File: src/inc/usm_pkg.sv
/*
  Shared constants for the master SPI mode of the serial unit:
  mode codes, frame size, divisor layout and reset values.
  Assumes a single 40 MHz core clock domain.
*/
package usm_pkg;

  // ****************************************************
  // Clock
  // ****************************************************
  localparam int CLK_PERIOD_NS = 25;

  // ****************************************************
  // Mode select and frame format
  // ****************************************************
  localparam logic [1:0] MODE_MASTER_SPI_MODE = 2'h3;
  localparam int FRAME_BITS = 8;
  localparam int DIV_W = 12;
  localparam int DIV_LOW_W = 8;
  localparam logic [2:0] LAST_BIT = 3'h7;
  localparam int RX_DEPTH = 2;

  // ****************************************************
  // Reset values
  // ****************************************************
  localparam logic [7:0] RST_BYTE = 8'h00;
  localparam logic [2:0] RST_BITCNT = 3'h0;
  localparam logic [1:0] RST_RXCNT = 2'h0;
  localparam logic RST_TXD = 1'b1;
  localparam logic RST_XCK = 1'b0;

  // Transfer controller states
  typedef enum logic [1:0] {
    ST_IDLE = 2'b01,
    ST_SHIFT = 2'b10
  } usm_fsm_t;

endpackage

File: src/rtl/usm_sync2.sv
/*
  Two-flop synchroniser for one pin level.
  Assumes the input is asynchronous to core_clk.
*/
`timescale 1ns/1ps
module usm_sync2 (
  // Clock and reset
  input wire logic core_clk,
  input wire logic rst_n,
  // Level in and out
  input wire logic pinIn,
  output logic pinSync
);

  logic meta_ff;
  logic sync_ff;

  // First stage feeds only the second stage
  always_ff @(posedge core_clk or negedge rst_n)
  begin
    if (!rst_n)
    begin
      meta_ff <= 1'b1;
      sync_ff <= 1'b1;
    end
    else
    begin
      meta_ff <= pinIn;
      sync_ff <= meta_ff;
    end
  end

  assign pinSync = sync_ff;

endmodule

File: src/rtl/usm_baud_gen.sv
/*
  Half-bit tick generator for the transfer clock.
  Assumes divisor is stable while run is high.
*/
`timescale 1ns/1ps
module usm_baud_gen #(
  parameter int DIV_W = usm_pkg::DIV_W
) (
  // Clock and reset
  input wire logic core_clk,
  input wire logic rst_n,
  // Control
  input wire logic run,
  input wire logic [DIV_W-1:0] divisor,
  // Tick, one per divisor+1 clocks
  output logic tick
);

  logic [DIV_W-1:0] cnt_ff;

  // Elaboration check: a zero-width counter cannot count
  if (DIV_W < 1)
  begin
    $error("usm_baud_gen: DIV_W must be at least 1");
  end

  // Held at zero while stopped so the first half period is full
  always_ff @(posedge core_clk or negedge rst_n)
  begin
    if (!rst_n)
      cnt_ff <= '0;
    else if (!run || tick)
      cnt_ff <= '0;
    else
      cnt_ff <= cnt_ff + 1'b1;
  end

  assign tick = run && (cnt_ff == divisor);

endmodule

File: src/rtl/usm_spi_master.sv
/*
  Master SPI transfer control for the serial unit: double-buffered
  8-bit frames, four clock modes, either bit order, two-deep receive
  buffer. Control bits are plain ports on core_clk; rxdIn is a pin.
  Assumes software keeps the clock pin an output and leaves mode,
  phase and order alone while a frame is shifting.
*/
`timescale 1ns/1ps
module usm_spi_master #(
  parameter int DIV_W = usm_pkg::DIV_W
) (
  // Clock and reset
  input wire logic core_clk,
  input wire logic rst_n,
  // Mode and frame format
  input wire logic [1:0] operatingModeSelect,
  input wire logic clockPolaritySelect,
  input wire logic clockPhaseSelect,
  input wire logic bitOrderSelect,
  input wire logic transmitterEnable,
  input wire logic receiverEnable,
  // Baud divisor bytes
  input wire logic [DIV_W-usm_pkg::DIV_LOW_W-1:0] baudDivisorHigh,
  input wire logic [usm_pkg::DIV_LOW_W-1:0] baudDivisorLow,
  // Data register access
  input wire logic dataWrite,
  input wire logic [7:0] dataWriteValue,
  input wire logic dataRead,
  input wire logic txCompleteClear,
  // Status
  output logic [7:0] dataReadValue,
  output logic masterSpiMode,
  output logic dataRegEmpty,
  output logic transmitCompleteFlag,
  output logic receiveCompleteFlag,
  output logic framingErrorFlag,
  output logic dataOverrunFlag,
  output logic parityErrorFlag,
  // Serial pins
  output logic transferClockPin,
  output logic txdOut,
  output logic txdOe,
  input wire logic rxdIn
);

  // ****************************************************
  // State
  // ****************************************************
  typedef struct packed {
    usm_pkg::usm_fsm_t fsm;
    logic [7:0] txBuf;
    logic bufValid;
    logic [7:0] txShift;
    logic [7:0] rxShift;
    logic [2:0] bitCnt;
    logic phaseHi;
    logic xck;
    logic txd;
    logic txdEn;
    logic txc;
    logic master_spi_mode;
    logic udre;
    logic [1:0] rxCnt;
    logic [1:0][7:0] rxFifo;
    logic rxc;
  } usm_state_t;

  usm_state_t st_ff;
  usm_state_t nxt_st;

  logic rxdSync;
  logic baudTick;
  logic modeOn;
  logic runOk;
  logic leadEv;
  logic trailEv;
  logic sampleEv;
  logic setupEv;
  logic frameDone;
  logic rxPush;
  logic [DIV_W-1:0] divisor;
  logic [7:0] rxNew;

  // Elaboration check: the high byte needs at least one bit
  if (DIV_W <= usm_pkg::DIV_LOW_W || DIV_W > 16)
  begin
    $error("usm_spi_master: DIV_W must be 9 to 16");
  end

  // ****************************************************
  // Helpers
  // ****************************************************
  // Bit leaving first, per the shared order bit
  function automatic logic outBit(input logic [7:0] d, input logic msb);
    outBit = msb ? d[7] : d[0];
  endfunction

  function automatic logic [7:0] txStep(input logic [7:0] d, input logic msb);
    txStep = msb ? {d[6:0], 1'b0} : {1'b0, d[7:1]};
  endfunction

  // Received bits enter opposite the leaving end
  function automatic logic [7:0] rxStep(input logic [7:0] d, input logic msb,
                                        input logic b);
    rxStep = msb ? {d[6:0], b} : {b, d[7:1]};
  endfunction

  // ****************************************************
  // Pin sync and baud generator
  // ****************************************************
  usm_sync2 u_rxd_sync (
    .core_clk(core_clk),
    .rst_n(rst_n),
    .pinIn(rxdIn),
    .pinSync(rxdSync)
  );

  assign divisor = {baudDivisorHigh, baudDivisorLow};

  // Tick every divisor+1 clocks, two ticks a bit
  usm_baud_gen #(
    .DIV_W(DIV_W)
  ) u_baud (
    .core_clk(core_clk),
    .rst_n(rst_n),
    .run(st_ff.fsm == usm_pkg::ST_SHIFT),
    .divisor(divisor),
    .tick(baudTick)
  );

  // ****************************************************
  // Transfer control
  // ****************************************************
  // Only the shared controller runs here; no parity or recovery
  assign modeOn = (operatingModeSelect == usm_pkg::MODE_MASTER_SPI_MODE);
  assign runOk = modeOn && transmitterEnable;
  assign leadEv = (st_ff.fsm == usm_pkg::ST_SHIFT) && baudTick && !st_ff.phaseHi;
  assign trailEv = (st_ff.fsm == usm_pkg::ST_SHIFT) && baudTick && st_ff.phaseHi;
  // Phase 0 samples leading, phase 1 samples trailing
  assign sampleEv = clockPhaseSelect ? trailEv : leadEv;
  assign setupEv = clockPhaseSelect ? leadEv
                 : (trailEv && st_ff.bitCnt != usm_pkg::LAST_BIT);
  assign frameDone = trailEv && (st_ff.bitCnt == usm_pkg::LAST_BIT);
  assign rxNew = sampleEv ? rxStep(st_ff.rxShift, bitOrderSelect, rxdSync)
               : st_ff.rxShift;
  assign rxPush = frameDone && runOk && receiverEnable;

  // Next-state logic for the whole block
  always_comb
  begin
    nxt_st = st_ff;
    nxt_st.master_spi_mode = modeOn;
    unique case (st_ff.fsm)
      usm_pkg::ST_IDLE:
      begin
        nxt_st.xck = clockPolaritySelect;
        nxt_st.txd = 1'b1;
      end
      usm_pkg::ST_SHIFT:
      begin
        // Aborts quietly if the mode or transmitter drops
        if (!runOk)
        begin
          nxt_st.fsm = usm_pkg::ST_IDLE;
          nxt_st.xck = clockPolaritySelect;
          nxt_st.txd = 1'b1;
        end
        else
        begin
          if (leadEv)
          begin
            nxt_st.xck = !clockPolaritySelect;
            nxt_st.phaseHi = 1'b1;
          end
          if (trailEv)
          begin
            nxt_st.xck = clockPolaritySelect;
            nxt_st.phaseHi = 1'b0;
            nxt_st.bitCnt = st_ff.bitCnt + 3'h1;
          end
          nxt_st.rxShift = rxNew;
          if (setupEv)
          begin
            nxt_st.txd = outBit(st_ff.txShift, bitOrderSelect);
            nxt_st.txShift = txStep(st_ff.txShift, bitOrderSelect);
          end
          if (frameDone)
          begin
            nxt_st.fsm = usm_pkg::ST_IDLE;
            nxt_st.txd = 1'b1;
            // Done with nothing queued raises the complete flag
            if (!st_ff.bufValid)
              nxt_st.txc = 1'b1;
          end
        end
      end
    endcase
    // Load a frame from idle, or back to back at frame end
    if (runOk && st_ff.bufValid
        && (st_ff.fsm == usm_pkg::ST_IDLE || frameDone))
    begin
      nxt_st.fsm = usm_pkg::ST_SHIFT;
      nxt_st.bufValid = 1'b0;
      nxt_st.bitCnt = usm_pkg::RST_BITCNT;
      nxt_st.phaseHi = 1'b0;
      nxt_st.rxShift = usm_pkg::RST_BYTE;
      nxt_st.txShift = st_ff.txBuf;
      // Phase 0 needs the first bit before the leading edge
      if (!clockPhaseSelect)
      begin
        nxt_st.txd = outBit(st_ff.txBuf, bitOrderSelect);
        nxt_st.txShift = txStep(st_ff.txBuf, bitOrderSelect);
      end
    end
    // Data write fills the transmit buffer when it is free and runOk holds (master SPI mode, transmitter on)
    if (dataWrite && runOk && !nxt_st.bufValid)
    begin
      nxt_st.txBuf = dataWriteValue;
      nxt_st.bufValid = 1'b1;
    end
    if (!transmitterEnable)
      nxt_st.bufValid = 1'b0;
    nxt_st.txdEn = transmitterEnable && modeOn;
    // Clear by write-one; a same-cycle completion wins
    if (txCompleteClear && !(frameDone && !st_ff.bufValid && runOk))
      nxt_st.txc = 1'b0;
    // Receive buffer: pop, then push; a full buffer drops newcomers
    if (dataRead && st_ff.rxCnt != usm_pkg::RST_RXCNT)
    begin
      nxt_st.rxFifo[0] = st_ff.rxFifo[1];
      nxt_st.rxCnt = st_ff.rxCnt - 2'h1;
    end
    if (rxPush && nxt_st.rxCnt < 2'(usm_pkg::RX_DEPTH))
    begin
      nxt_st.rxFifo[nxt_st.rxCnt[0]] = rxNew;
      nxt_st.rxCnt = nxt_st.rxCnt + 2'h1;
    end
    if (!receiverEnable)
      nxt_st.rxCnt = usm_pkg::RST_RXCNT;
    nxt_st.rxc = (nxt_st.rxCnt != usm_pkg::RST_RXCNT);
    nxt_st.udre = !nxt_st.bufValid;
  end

  // State register
  always_ff @(posedge core_clk or negedge rst_n)
  begin
    if (!rst_n)
    begin
      st_ff <= '0;
      st_ff.fsm <= usm_pkg::ST_IDLE;
      st_ff.txd <= usm_pkg::RST_TXD;
      st_ff.xck <= usm_pkg::RST_XCK;
      st_ff.udre <= 1'b1;
    end
    else
    begin
      st_ff <= nxt_st;
    end
  end

  // ****************************************************
  // Outputs
  // ****************************************************
  assign transferClockPin = st_ff.xck;
  assign txdOut = st_ff.txd;
  assign txdOe = st_ff.txdEn;
  assign dataReadValue = st_ff.rxFifo[0];
  assign masterSpiMode = st_ff.master_spi_mode;
  assign dataRegEmpty = st_ff.udre;
  assign transmitCompleteFlag = st_ff.txc;
  assign receiveCompleteFlag = st_ff.rxc;
  // No error sources exist in this mode
  assign framingErrorFlag = 1'b0;
  assign dataOverrunFlag = 1'b0;
  assign parityErrorFlag = 1'b0;
endmodule

File: config.mk
export PLATFORM = sky130hd
export DESIGN_NAME = usm_spi_master
export DESIGN_NICKNAME = d
export VERILOG_FILES = /design/src/inc/usm_pkg.sv /design/src/rtl/usm_sync2.sv /design/src/rtl/usm_baud_gen.sv /design/src/rtl/usm_spi_master.sv
export SDC_FILE = /design/constraint.sdc
export NUM_CORES = 1
export LEC_CHECK = 0
export BUFFER_PORTS_ARGS = -buffer_cell sky130_fd_sc_hd__buf_2
export CORE_AREA = 10 10 87 119
export CTS_BUF_LIST = sky130_fd_sc_hd__clkbuf_4 sky130_fd_sc_hd__clkbuf_8
export CTS_CLUSTER_DIAMETER = 50
export DETAILED_ROUTE_END_ITERATION = 12
export DIE_AREA = 0 0 97 129
export GPL_TIMING_DRIVEN = 0
export PLACE_DENSITY = 0.76
export SLEW_MARGIN = 0
export SYNTH_ARGS = -nofsm -noshare
export SYNTH_HDL_FRONTEND = slang
export SYNTH_HIERARCHICAL = 1
export SYNTH_SLANG_ARGS = --single-unit
File: constraint.sdc
create_clock -name core_clk -period 5.4 [get_ports core_clk]
set_clock_uncertainty 0.15 [all_clocks]
set_input_delay 0.27 -clock core_clk [delete_from_list [all_inputs] [get_ports core_clk]]
set_output_delay 0.27 -clock core_clk [all_outputs]
set_load 0.1 [all_outputs]
Word level (Yosys, flattened, before mapping):

Cells that the tools add are included.

* equal/unequal tests: 9
* reductions and logical operators: 44
* $lt $le $gt $ge: 3
* add/sub/neg operators: 4
* multiplexer cells: 40

Operator list (number)
* two-way mux 8 bit: 8
* two-way mux 20 bit: 2
* two-way mux 21 bit: 1
* logical AND 1 bit: 19
* two-way mux 18 bit: 1
* nonzero test 2 bit: 9
* bitwise mux 16 bit: 1
* two-way mux 2 bit: 8
* two-way mux 1 bit: 15
* adder 12 x 1 -> 12 bit (second input constant): 1
* == test 12 bit: 1
* two-way mux 12 bit: 1
* AND reduction 3 bit: 3
* demux 8 bit (select 1 bit): 1
* zero test 1 bit: 7
* two-way mux 5 bit: 1
* == test 2 bit (second input constant): 2
* inequality test 4 bit (second input constant): 1
* case mux 2 bit (2 select lines): 1
* AND reduction 2 bit: 2
* AND reduction 4 bit: 1
* adder 3 x 1 -> 3 bit (second input constant): 1
* == test 3 bit (second input constant): 1
* inequality test 3 x 1 -> 1 bit (second input constant): 1
* 10 further kinds: 11

* register bits: 70

Logic depth before layout (Yosys ltp):

Gate-level depths: netlist of run 1.

* depth after elaboration: 15
* gate-level depth with buffers: 11

By module:

The synthesis of run 1 kept the hierarchy.

Modules (own cells, without submodules)
* usm_spi_master: cells each 291, instances 1, sequential area each 1405.1 um2, area an instance 3193.1 um2
* usm_baud_gen: cells each 77, instances 1, sequential area each 300.3 um2, area an instance 738.2 um2
* usm_sync2: cells each 2, instances 1, sequential area each 52.6 um2, area an instance 52.6 um2

Worst setup path before layout of run 1:

Ideal clock, no wire load.

* kind: flip-flop to flip-flop
* start point: register u_baud.cnt_ff[2]
* end point: register with a tool-made name
* setup slack: 2.397 ns
* buffers on the path: 2
* cell stages (with the launch flop): 11
* required time: 5.170 ns
* arrival: 2.773 ns
* path through: dfrtp_1 -> buf_6 -> xnor2_2 -> nand4_2 -> nor4_1 -> nand4b_4 -> nor3_2 -> and3_1 -> ha_1 -> buf_1 -> mux2i_1

RTL lines
* start: declaration: RTL line usm_baud_gen.sv:19 `logic [DIV_W-1:0] cnt_ff;`
* start signal: assignment: RTL line usm_baud_gen.sv:35 `cnt_ff <= cnt_ff + 1'b1;`

==> run summary, run 1 <==
Status - finished, final reports clean
Setup Crit Path Kind - flop to flop
Async SR Flop Fraction - 100.0%
Pleak - 2.081 nW
Primary FF master, synth - dfrtp_1
Ant. Diodes - 0
Total power - 1.395 mW
Post-synthesis simple-gate area fraction - 12.53%
Clk buf depth - 2
CP Max Fanout - 8
First-pass GRT wire length - 13980 um
Clk_lat worst skew - 0.35 ns
Area share of fa/ha/maj cells after synthesis - 1.570%
Synthesized flop and latch total - 70
Total grt overflow - 0
Slew @ Worst Pin - 1.110 ns
Die W - 97 um
Fin nets - 479
Worst min-delay path class - primary input to flop
Share of layout cells above drive strength 1 - 29.15%
P&R area growth vs syn - 16.90%
CTS clk-pin slew, worst paths - 0.07 ns
Placed cell count - 520
Tcrit/Tclk final - 64.96%
Hold Vio Cnt, Final - 0
Final Non-Filler Cells - 548
First drt pass iteration count - 4
Crit path cell chain - xnor2_1 -> nand4_2 -> nor4_1 -> nand4b_4 -> nor3_2 -> and3_1 -> ha_1 -> buf_1 -> mux2i_1
RSZ-0062 raised after global routing - no
Total global-route track usage - 13.33%
Area leader, netlist - dfrtp_1
Worst-case vdd ir drop - 0.0002309 V
Row cnt - 39
Post-synth EDFFs - 0
IO buf count - 46
Vias - 2819
Drt via density - 5.144
Crit path time final - 3.508 ns
DRC viols - 0
Most numerous cell in the Yosys netlist - dfrtp_1
Hold depth - 2
Buf/Inv on CP - 1
Post-Syn Instances - 370
Vias in the first global route - 2933
Area of the core - 8149 um^2
GPL Wtd Cong - 0.8271
Post-synthesis mux area share - 19.10%
Crit path DAT - 3.62 ns
Worst slew margin - 25.29%
Share of the synthesized area in the top cell type - 40.83%
XOR/XNOR share of the synthesized area - 6.093%
H-tree levels - 3
WP data required - 5.52 ns
Starting density of the core - 48.89%
Max-cap viol count - 0
Cell family with most CP delay - simple AND/OR/NAND/NOR gates
DRT iter0 DRCs - 95
Overall routed net length - 8000 um
Setup TNS - 0 ns
Startpoint types - flop
Synthesized area - 3984 um^2
Seq/Total Area, Yosys - 44.13%
Largest net degree at the start of global routing - 71
Synth top area cells - dfrtp_1 (41%), mux2i_1 (12%), mux2_2 (6.5%)
Synthesized area per cell - 10.77 um^2
Dpl cell area - 4352 um^2
Critical path depth in cells - 9
Wire per inst - 14.60 um
Final setup vio count - 0
Root Buffer - clkbuf_8
Die H - 129 um
Total CTS buffers - 9
HPWL after DPL - 5784 um
Initial antenna violation count - 0
Remaining antenna violation count after routing - 0
Max stage delay cell, worst path - nor4_1
Main combinational cell family by area after synthesis - multiplexers
Post-synth top cells - dfrtp_1 (65), mux2i_1 (49), nor2_1 (30)
Power Dens Cells - 299.6 nW/um^2
Layout Utilization - 57.15%
Synth warn - 6
Worst Reg-to-Reg Cells - 9
Die ar. - 12510 um^2
FMAX - 285.1 MHz
Post-route cell area - 4657 um^2
Fin. max-slew vios - 0
Ports - 51
CTS sink count - 70
Synth Area in Compound Gates - 9.328%
CTS tree - yes
CP endpoint kind - flop
Crit-path max cell delay - 0.96 ns
Yosys cell types - 55
## metrics by stage
stage	hold WS (ns)	setup slack, ns
finish	0.03564	1.892
global route	0.02123	1.545
CTS	0.007096	1.856
detailed placement	0.2025	1.848
global placement	0.1966	1.958
floorplan	-0.1756	2.397
## final timing paths
path | start | endpoint | slack [ns]
setup reg to reg | u_baud/cnt_ff[7] | flop | 1.89
setup / recovery | u_baud/cnt_ff[7] | flop | 1.89
max in group asynchronous | rst_n | dataReadValue[5] | 4.09
hold reg to reg | u_rxd_sync/meta_ff | u_rxd_sync/pinSync | 0.21
hold / removal | operatingModeSelect[1] | masterSpiMode | 0.04
min in group asynchronous | rst_n | receiveCompleteFlag | 0.43
## layer usage
metal	part of all wire [%]	up-vias	track usage, %	wire, um
met1	41	1350	14.67	3290
met3	4.2	9	3.803	333
li1	-	1405	-	-
met5	0	-	0	0
met2	53	55	23.30	4238
met4	1.7	0	6.179	138
## cells by family after synthesis
family,Yosys count
AND/OR/NAND/NOR,91
adder cells (fa/ha/maj),5
buffers and inverters,50
XOR/XNOR,26
flip-flops,70
multiplexers,73
AO/OA/AOI/OAI,54
other,1
## layout make-up
class                   instances  area [um^2]
clock buffers                  12        165.2
flip-flops and latches         70         1758
plain buffers                  29        206.4
well taps                     102        127.6
clock inverters                 4        20.02
multi-input cells             252         1948
repair buffers                 58        352.8
inverters                      21        78.83
fillers                       712         3492
## where the power goes
part | leakage (nW) | total (mW) | switching (mW) | internal, mW
combinational | 1.11 | 0.404 | 0.286 | 0.118
clock | 0.102 | 0.397 | 0.195 | 0.201
sequential | 0.865 | 0.595 | 0.0278 | 0.567
total | 2.08 | 1.40 | 0.509 | 0.887
## cell usage in the layout (no fill, tap or decap), types with 2 or more instances in the layout
cell type,instances
clkbuf_2,2
conb_1,3
buf_6,4
nor2_1,30
buf_4,17
dfrtp_1,65
dfstp_2,5
clkbuf_8,12
nor2b_1,3
o211ai_1,8
nor2b_4,2
dlygate4sd3_1,12
nand4_2,2
clkinv_2,4
xnor2_1,22
nand4_1,4
nor3_1,3
mux2_2,23
buf_2,49
or3_1,8
inv_1,21
mux2i_1,49
and2_1,5
nor4_1,2
ha_1,5
xor2_1,2
nand2_1,17
o21ai_1,2
o21a_1,3
o21ai_0,11
clkbuf_1,2
nand3_1,5
a21oi_1,19
## timing repair
| item | in CTS | in global routing |
|---|---|---|
| hold endpoints to repair | 77 | 0 |
| hold buffers | 12 | 0 |
| gates resized for setup | 0 | 0 |
| buffers inserted | 0 | 0 |
Power figures use the tool's default switching activity.
==> run 2, diff against run 1 <==
clock period = 3.38 ns   (was 5.4 ns; I/O delays follow)
==> run summary, run 2 (same netlist as run 1, synthesis figures left out) <==
Hold Vio Cnt, Final - 0
IO buf count - 46
CP Max Fanout - 8
Clk_lat worst skew - 0.35 ns
Slew @ Worst Pin - 0.8753 ns
HPWL after DPL - 5784 um
Register Area - 1758 um^2
Post-route cell area - 4722 um^2
Worst min-delay path class - primary input to flop
Vias in the first global route - 2960
CTS sink count - 70
Fin. max-slew vios - 0
Initial antenna violation count - 0
Placed cell count - 520
Crit path time final - 3.051 ns
Area of the core - 8149 um^2
Worst Reg-to-Reg Cells - 9
Worst-case vdd ir drop - 0.0003686 V
PnR worst setup slack - 0.3289 ns
Pleak - 2.114 nW
WP data required - 3.50 ns
Setup bufs post-CTS - 0
Ports - 51
Die W - 97 um
Startpoint types - flop
P&R area growth vs syn - 18.53%
Total global-route track usage - 13.34%
Clk buf depth - 2
Die ar. - 12510 um^2
Hold path startpoint - dataWrite
Max stage delay cell, worst path - nor4_4
Status - finished, final reports clean
RSZ-0062 raised after global routing - no
Drt via density - 5.166
CP endpoint kind - flop
Filler cell count - 705
Setup Crit Path Kind - flop to flop
Share of layout cells above drive strength 1 - 29.05%
Die H - 129 um
Layout Utilization - 57.95%
Max-cap viol count - 0
Power Dens Cells - 473.0 nW/um^2
FMAX - 327.8 MHz
Fin nets - 484
Tcrit/Tclk final - 90.27%
DRC viols - 0
CTS clk-pin slew, worst paths - 0.07 ns
Worst slew margin - 41.65%
Wire per inst - 14.54 um
Worst R2R Start - u_baud/cnt_ff[0]
FF-to-FF setup slack - 0.33 ns
Starting density of the core - 48.89%
Commonest non-fill, non-tap cell in the layout - dfrtp_1
Row cnt - 39
Worst slack, placed - -0.1717 ns
Largest net degree at the start of global routing - 71
GPL Wtd Cong - 0.8271
Dpl cell area - 4352 um^2
Ant. Diodes - 0
Remaining antenna violation count after routing - 0
Most frequent cells in the layout - dfrtp_1 (65), buf_2 (49), mux2i_1 (49)
Setup TNS - 0 ns
Vias - 2857
Area of the multi-input gates - 1963 um^2
First-pass GRT wire length - 14030 um
Crit-path max cell delay - 0.49 ns
Hold depth - 4
Overall routed net length - 8042 um
Final Non-Filler Cells - 553
First drt pass iteration count - 4
Total grt overflow - 0
Crit path cell chain - xnor2_1 -> nand4_1 -> nor4_4 -> nand4b_4 -> nor3_2 -> and3_1 -> ha_1 -> buf_1 -> mux2i_1
Total CTS buffers - 9
Final setup vio count - 0
H-tree levels - 3
CTS tree - yes
Worst Hold End - st_ff[45]
Root Buffer - clkbuf_8
DRT iter0 DRCs - 87
Crit path DAT - 3.17 ns
## run 2: worst max path at each step
stage | from | end | cells past startpoint
after floorplan | u_baud/cnt_ff[2] | flop | 10
after global placement | u_baud/cnt_ff[0] | flop | 9
after detailed placement | u_baud/cnt_ff[7] | flop | 9
after CTS | u_baud/cnt_ff[0] | flop | 9
after global routing | u_baud/cnt_ff[0] | flop | 9
final | u_baud/cnt_ff[0] | flop | 9
## run 2: metrics by stage
stage | hold WS, ns | total power [mW]
floorplan | -0.2766 | 1.494
global placement | 0.1259 | 1.595
detailed placement | 0.1262 | 1.607
CTS | 0.02944 | 2.266
global route | 0.06732 | 2.353
finish | 0.05358 | 2.234
## run 2: report_power, final
| group | internal (mW) | total (mW) | switching (mW) |
|---|---|---|---|
| clock | 0.321 | 0.633 | 0.311 |
| sequential | 0.907 | 0.952 | 0.0450 |
| combinational | 0.192 | 0.650 | 0.457 |
| total | 1.42 | 2.23 | 0.814 |
## run 2: per-layer routing
metal	track usage [%]	vias up	routed length [um]
li1	-	1413	-
met1	14.62	1370	3227
met2	23.23	61	4234
met3	3.856	13	398
met4	6.527	0	181
met5	0	-	0
## run 2: what timing repair did
item | CTS | global route
resized for setup | 1 | 1
hold buffers | 17 | 0
cloned | 0 | 0
hold endpoints to repair | 82 | 0
endpoints found under the setup margin | 8 | 6
## run 2: cell type report
class	instances	area share [%]
multi-input combinational	252	41.57
sequential	70	37.23
timing repair buffer	63	8.532
buffer	29	4.372
clock buffer	12	3.498
tap	102	2.703
inverter	21	1.669
clock inverter	4	0.4240
## run 2: critical path: cells and delay by family (launching register included)
family,cells,cell delay [ns]
DFF,1,0.43
xor gates and xnor gates,1,0.22
buffers and inverters,1,0.45
muxes,1,0.26
and+or+nand+nor,5,1.32
adders and majority gates,1,0.13
==> run 3, diff against run 2 <==
--- a/config.mk
+++ b/config.mk
@@ -13,5 +13,5 @@
 export DIE_AREA = 0 0 97 129
 export GPL_TIMING_DRIVEN = 0
-export PLACE_DENSITY = 0.76
+export PLACE_DENSITY_LB_ADDON = 0.05
 export SLEW_MARGIN = 0
 export SYNTH_ARGS = -nofsm -noshare
==> constraint.sdc (replaced) <==
create_clock -name core_clk -period 3.38 [get_ports core_clk]
set_clock_uncertainty 0.15 [all_clocks]
set_input_delay 0.507 -clock core_clk [delete_from_list [all_inputs] [get_ports core_clk]]
set_output_delay 0.507 -clock core_clk [all_outputs]
set_load 0.1 [all_outputs]
==> run summary, run 3 (same netlist as run 1, synthesis figures left out) <==
Total global-route track usage - 13.14%
Drt via density - 5.130
IO buf count - 46
FF-to-FF setup slack - 0.39 ns
Setup bufs post-CTS - 0
RSZ-0062 raised after global routing - no
Register Area - 1758 um^2
Worst slew margin - 60.14%
Filler cell count - 728
Die ar. - 12510 um^2
CP endpoint kind - flop
P&R area growth vs syn - 14.76%
Fin. max-slew vios - 0
DRT iter0 DRCs - 137
Clk buf depth - 2
Share of layout cells above drive strength 1 - 30.34%
Commonest non-fill, non-tap cell in the layout - dfrtp_1
Area of the core - 8149 um^2
Worst-case vdd ir drop - 0.0003296 V
First drt pass iteration count - 4
Vias in the first global route - 2954
Starting density of the core - 48.89%
First-pass GRT wire length - 13700 um
Pleak - 2.053 nW
Final setup vio count - 0
Worst Reg-to-Reg Cells - 10
Final Non-Filler Cells - 537
Die W - 97 um
Crit path DAT - 3.11 ns
Slew @ Worst Pin - 0.5979 ns
Largest net degree at the start of global routing - 71
Most frequent cells in the layout - dfrtp_1 (65), buf_2 (49), mux2i_1 (49)
Max-cap viol count - 0
Row cnt - 39
Crit path time final - 2.991 ns
Overall routed net length - 7861 um
Clk_lat worst skew - 0.36 ns
Fin nets - 468
Root Buffer - clkbuf_8
Setup Crit Path Kind - flop to flop
Initial antenna violation count - 0
Wire per inst - 14.64 um
DRC viols - 0
Status - finished, final reports clean
Tcrit/Tclk final - 88.50%
Die H - 129 um
Vias - 2755
Worst min-delay path class - primary input to asynchronous set/reset pin
CP Max Fanout - 8
H-tree levels - 3
CTS tree - yes
HPWL after DPL - 5867 um
Total CTS buffers - 9
Area of the multi-input gates - 1963 um^2
Total grt overflow - 0
Ant. Diodes - 0
WP data required - 3.50 ns
CTS sink count - 70
Remaining antenna violation count after routing - 0
Placed cell count - 521
Hold Vio Cnt, Final - 0
Startpoint types - flop
GPL Wtd Cong - 0.8184
FMAX - 334.3 MHz
Power Dens Cells - 483.0 nW/um^2
CTS clk-pin slew, worst paths - 0.08 ns
Total power - 2.208 mW
Ports - 51
[run 3: layout make-up]
class,instances,share of cell area [%]
Clock inverter,2,0.2189
Buffer,29,4.516
Clock buffer,14,3.667
Multi-Input combinational cell,252,42.94
Timing Repair Buffer,47,5.692
Sequential cell,70,38.45
Inverter,21,1.724
Tap cell,102,2.791
[run 3: where the power goes]
group | internal, mW | leakage [nW] | switching [mW]
sequential | 0.907 | 0.865 | 0.0448
clock | 0.318 | 0.0981 | 0.302
combinational | 0.183 | 1.09 | 0.454
total | 1.41 | 2.05 | 0.801
[run 3: worst paths after layout]
check / start / to
hold / removal: rst_n / asynchronous set/reset pin
setup reg to reg: u_baud/cnt_ff[5] / flop
setup / recovery: u_baud/cnt_ff[5] / flop
min in group core_clk: rxdIn / u_rxd_sync/meta_ff
max in group asynchronous: rst_n / txdOut
hold reg to reg: u_rxd_sync/meta_ff / u_rxd_sync/pinSync
[run 3: critical path, stage by stage, from the launching register on]
cell and delay, ns:
dfrtp_1 0.37, clkbuf_2 0.16, xnor2_1 0.17, nand4_1 0.26
nor4_4 0.39, nand4b_4 0.19, nor3_2 0.18, and3_1 0.19
ha_1 0.14, buf_1 0.46, mux2i_1 0.26
[run 3: repair_timing]
action / in CTS / in global routing
hold buffers: 0 / 0
setup endpoints to repair: 8 / 8
gates resized for setup: 1 / 1
[run 3: layer usage]
metal | global-route usage (%) | up-vias | part of all wire [%]
met5 | 0 | - | 0
met4 | 6.614 | 0 | 2.0
met3 | 3.696 | 12 | 4.3
met2 | 23.34 | 55 | 52
met1 | 14.01 | 1293 | 42
li1 | - | 1395 | -
[run 3: per-stage QoR]
| step | util, % | instance area, um^2 | TNS, ns | hold WS, ns | worst slack [ns] |
|---|---|---|---|---|---|
| floorplan | - | 3991 | 0 | 0.06141 | 0.3033 |
| global placement | 53.37 | 4349 | -1.878 | 0.1988 | -0.2021 |
| detailed placement | 53.74 | 4379 | -1.893 | 0.1976 | -0.2264 |
| CTS | 56.00 | 4563 | 0 | 0.006586 | 0.1768 |
| global route | 56.10 | 4572 | 0 | 0.02391 | 0.09028 |
| finish | 56.10 | 4572 | 0 | 0.003268 | 0.3887 |
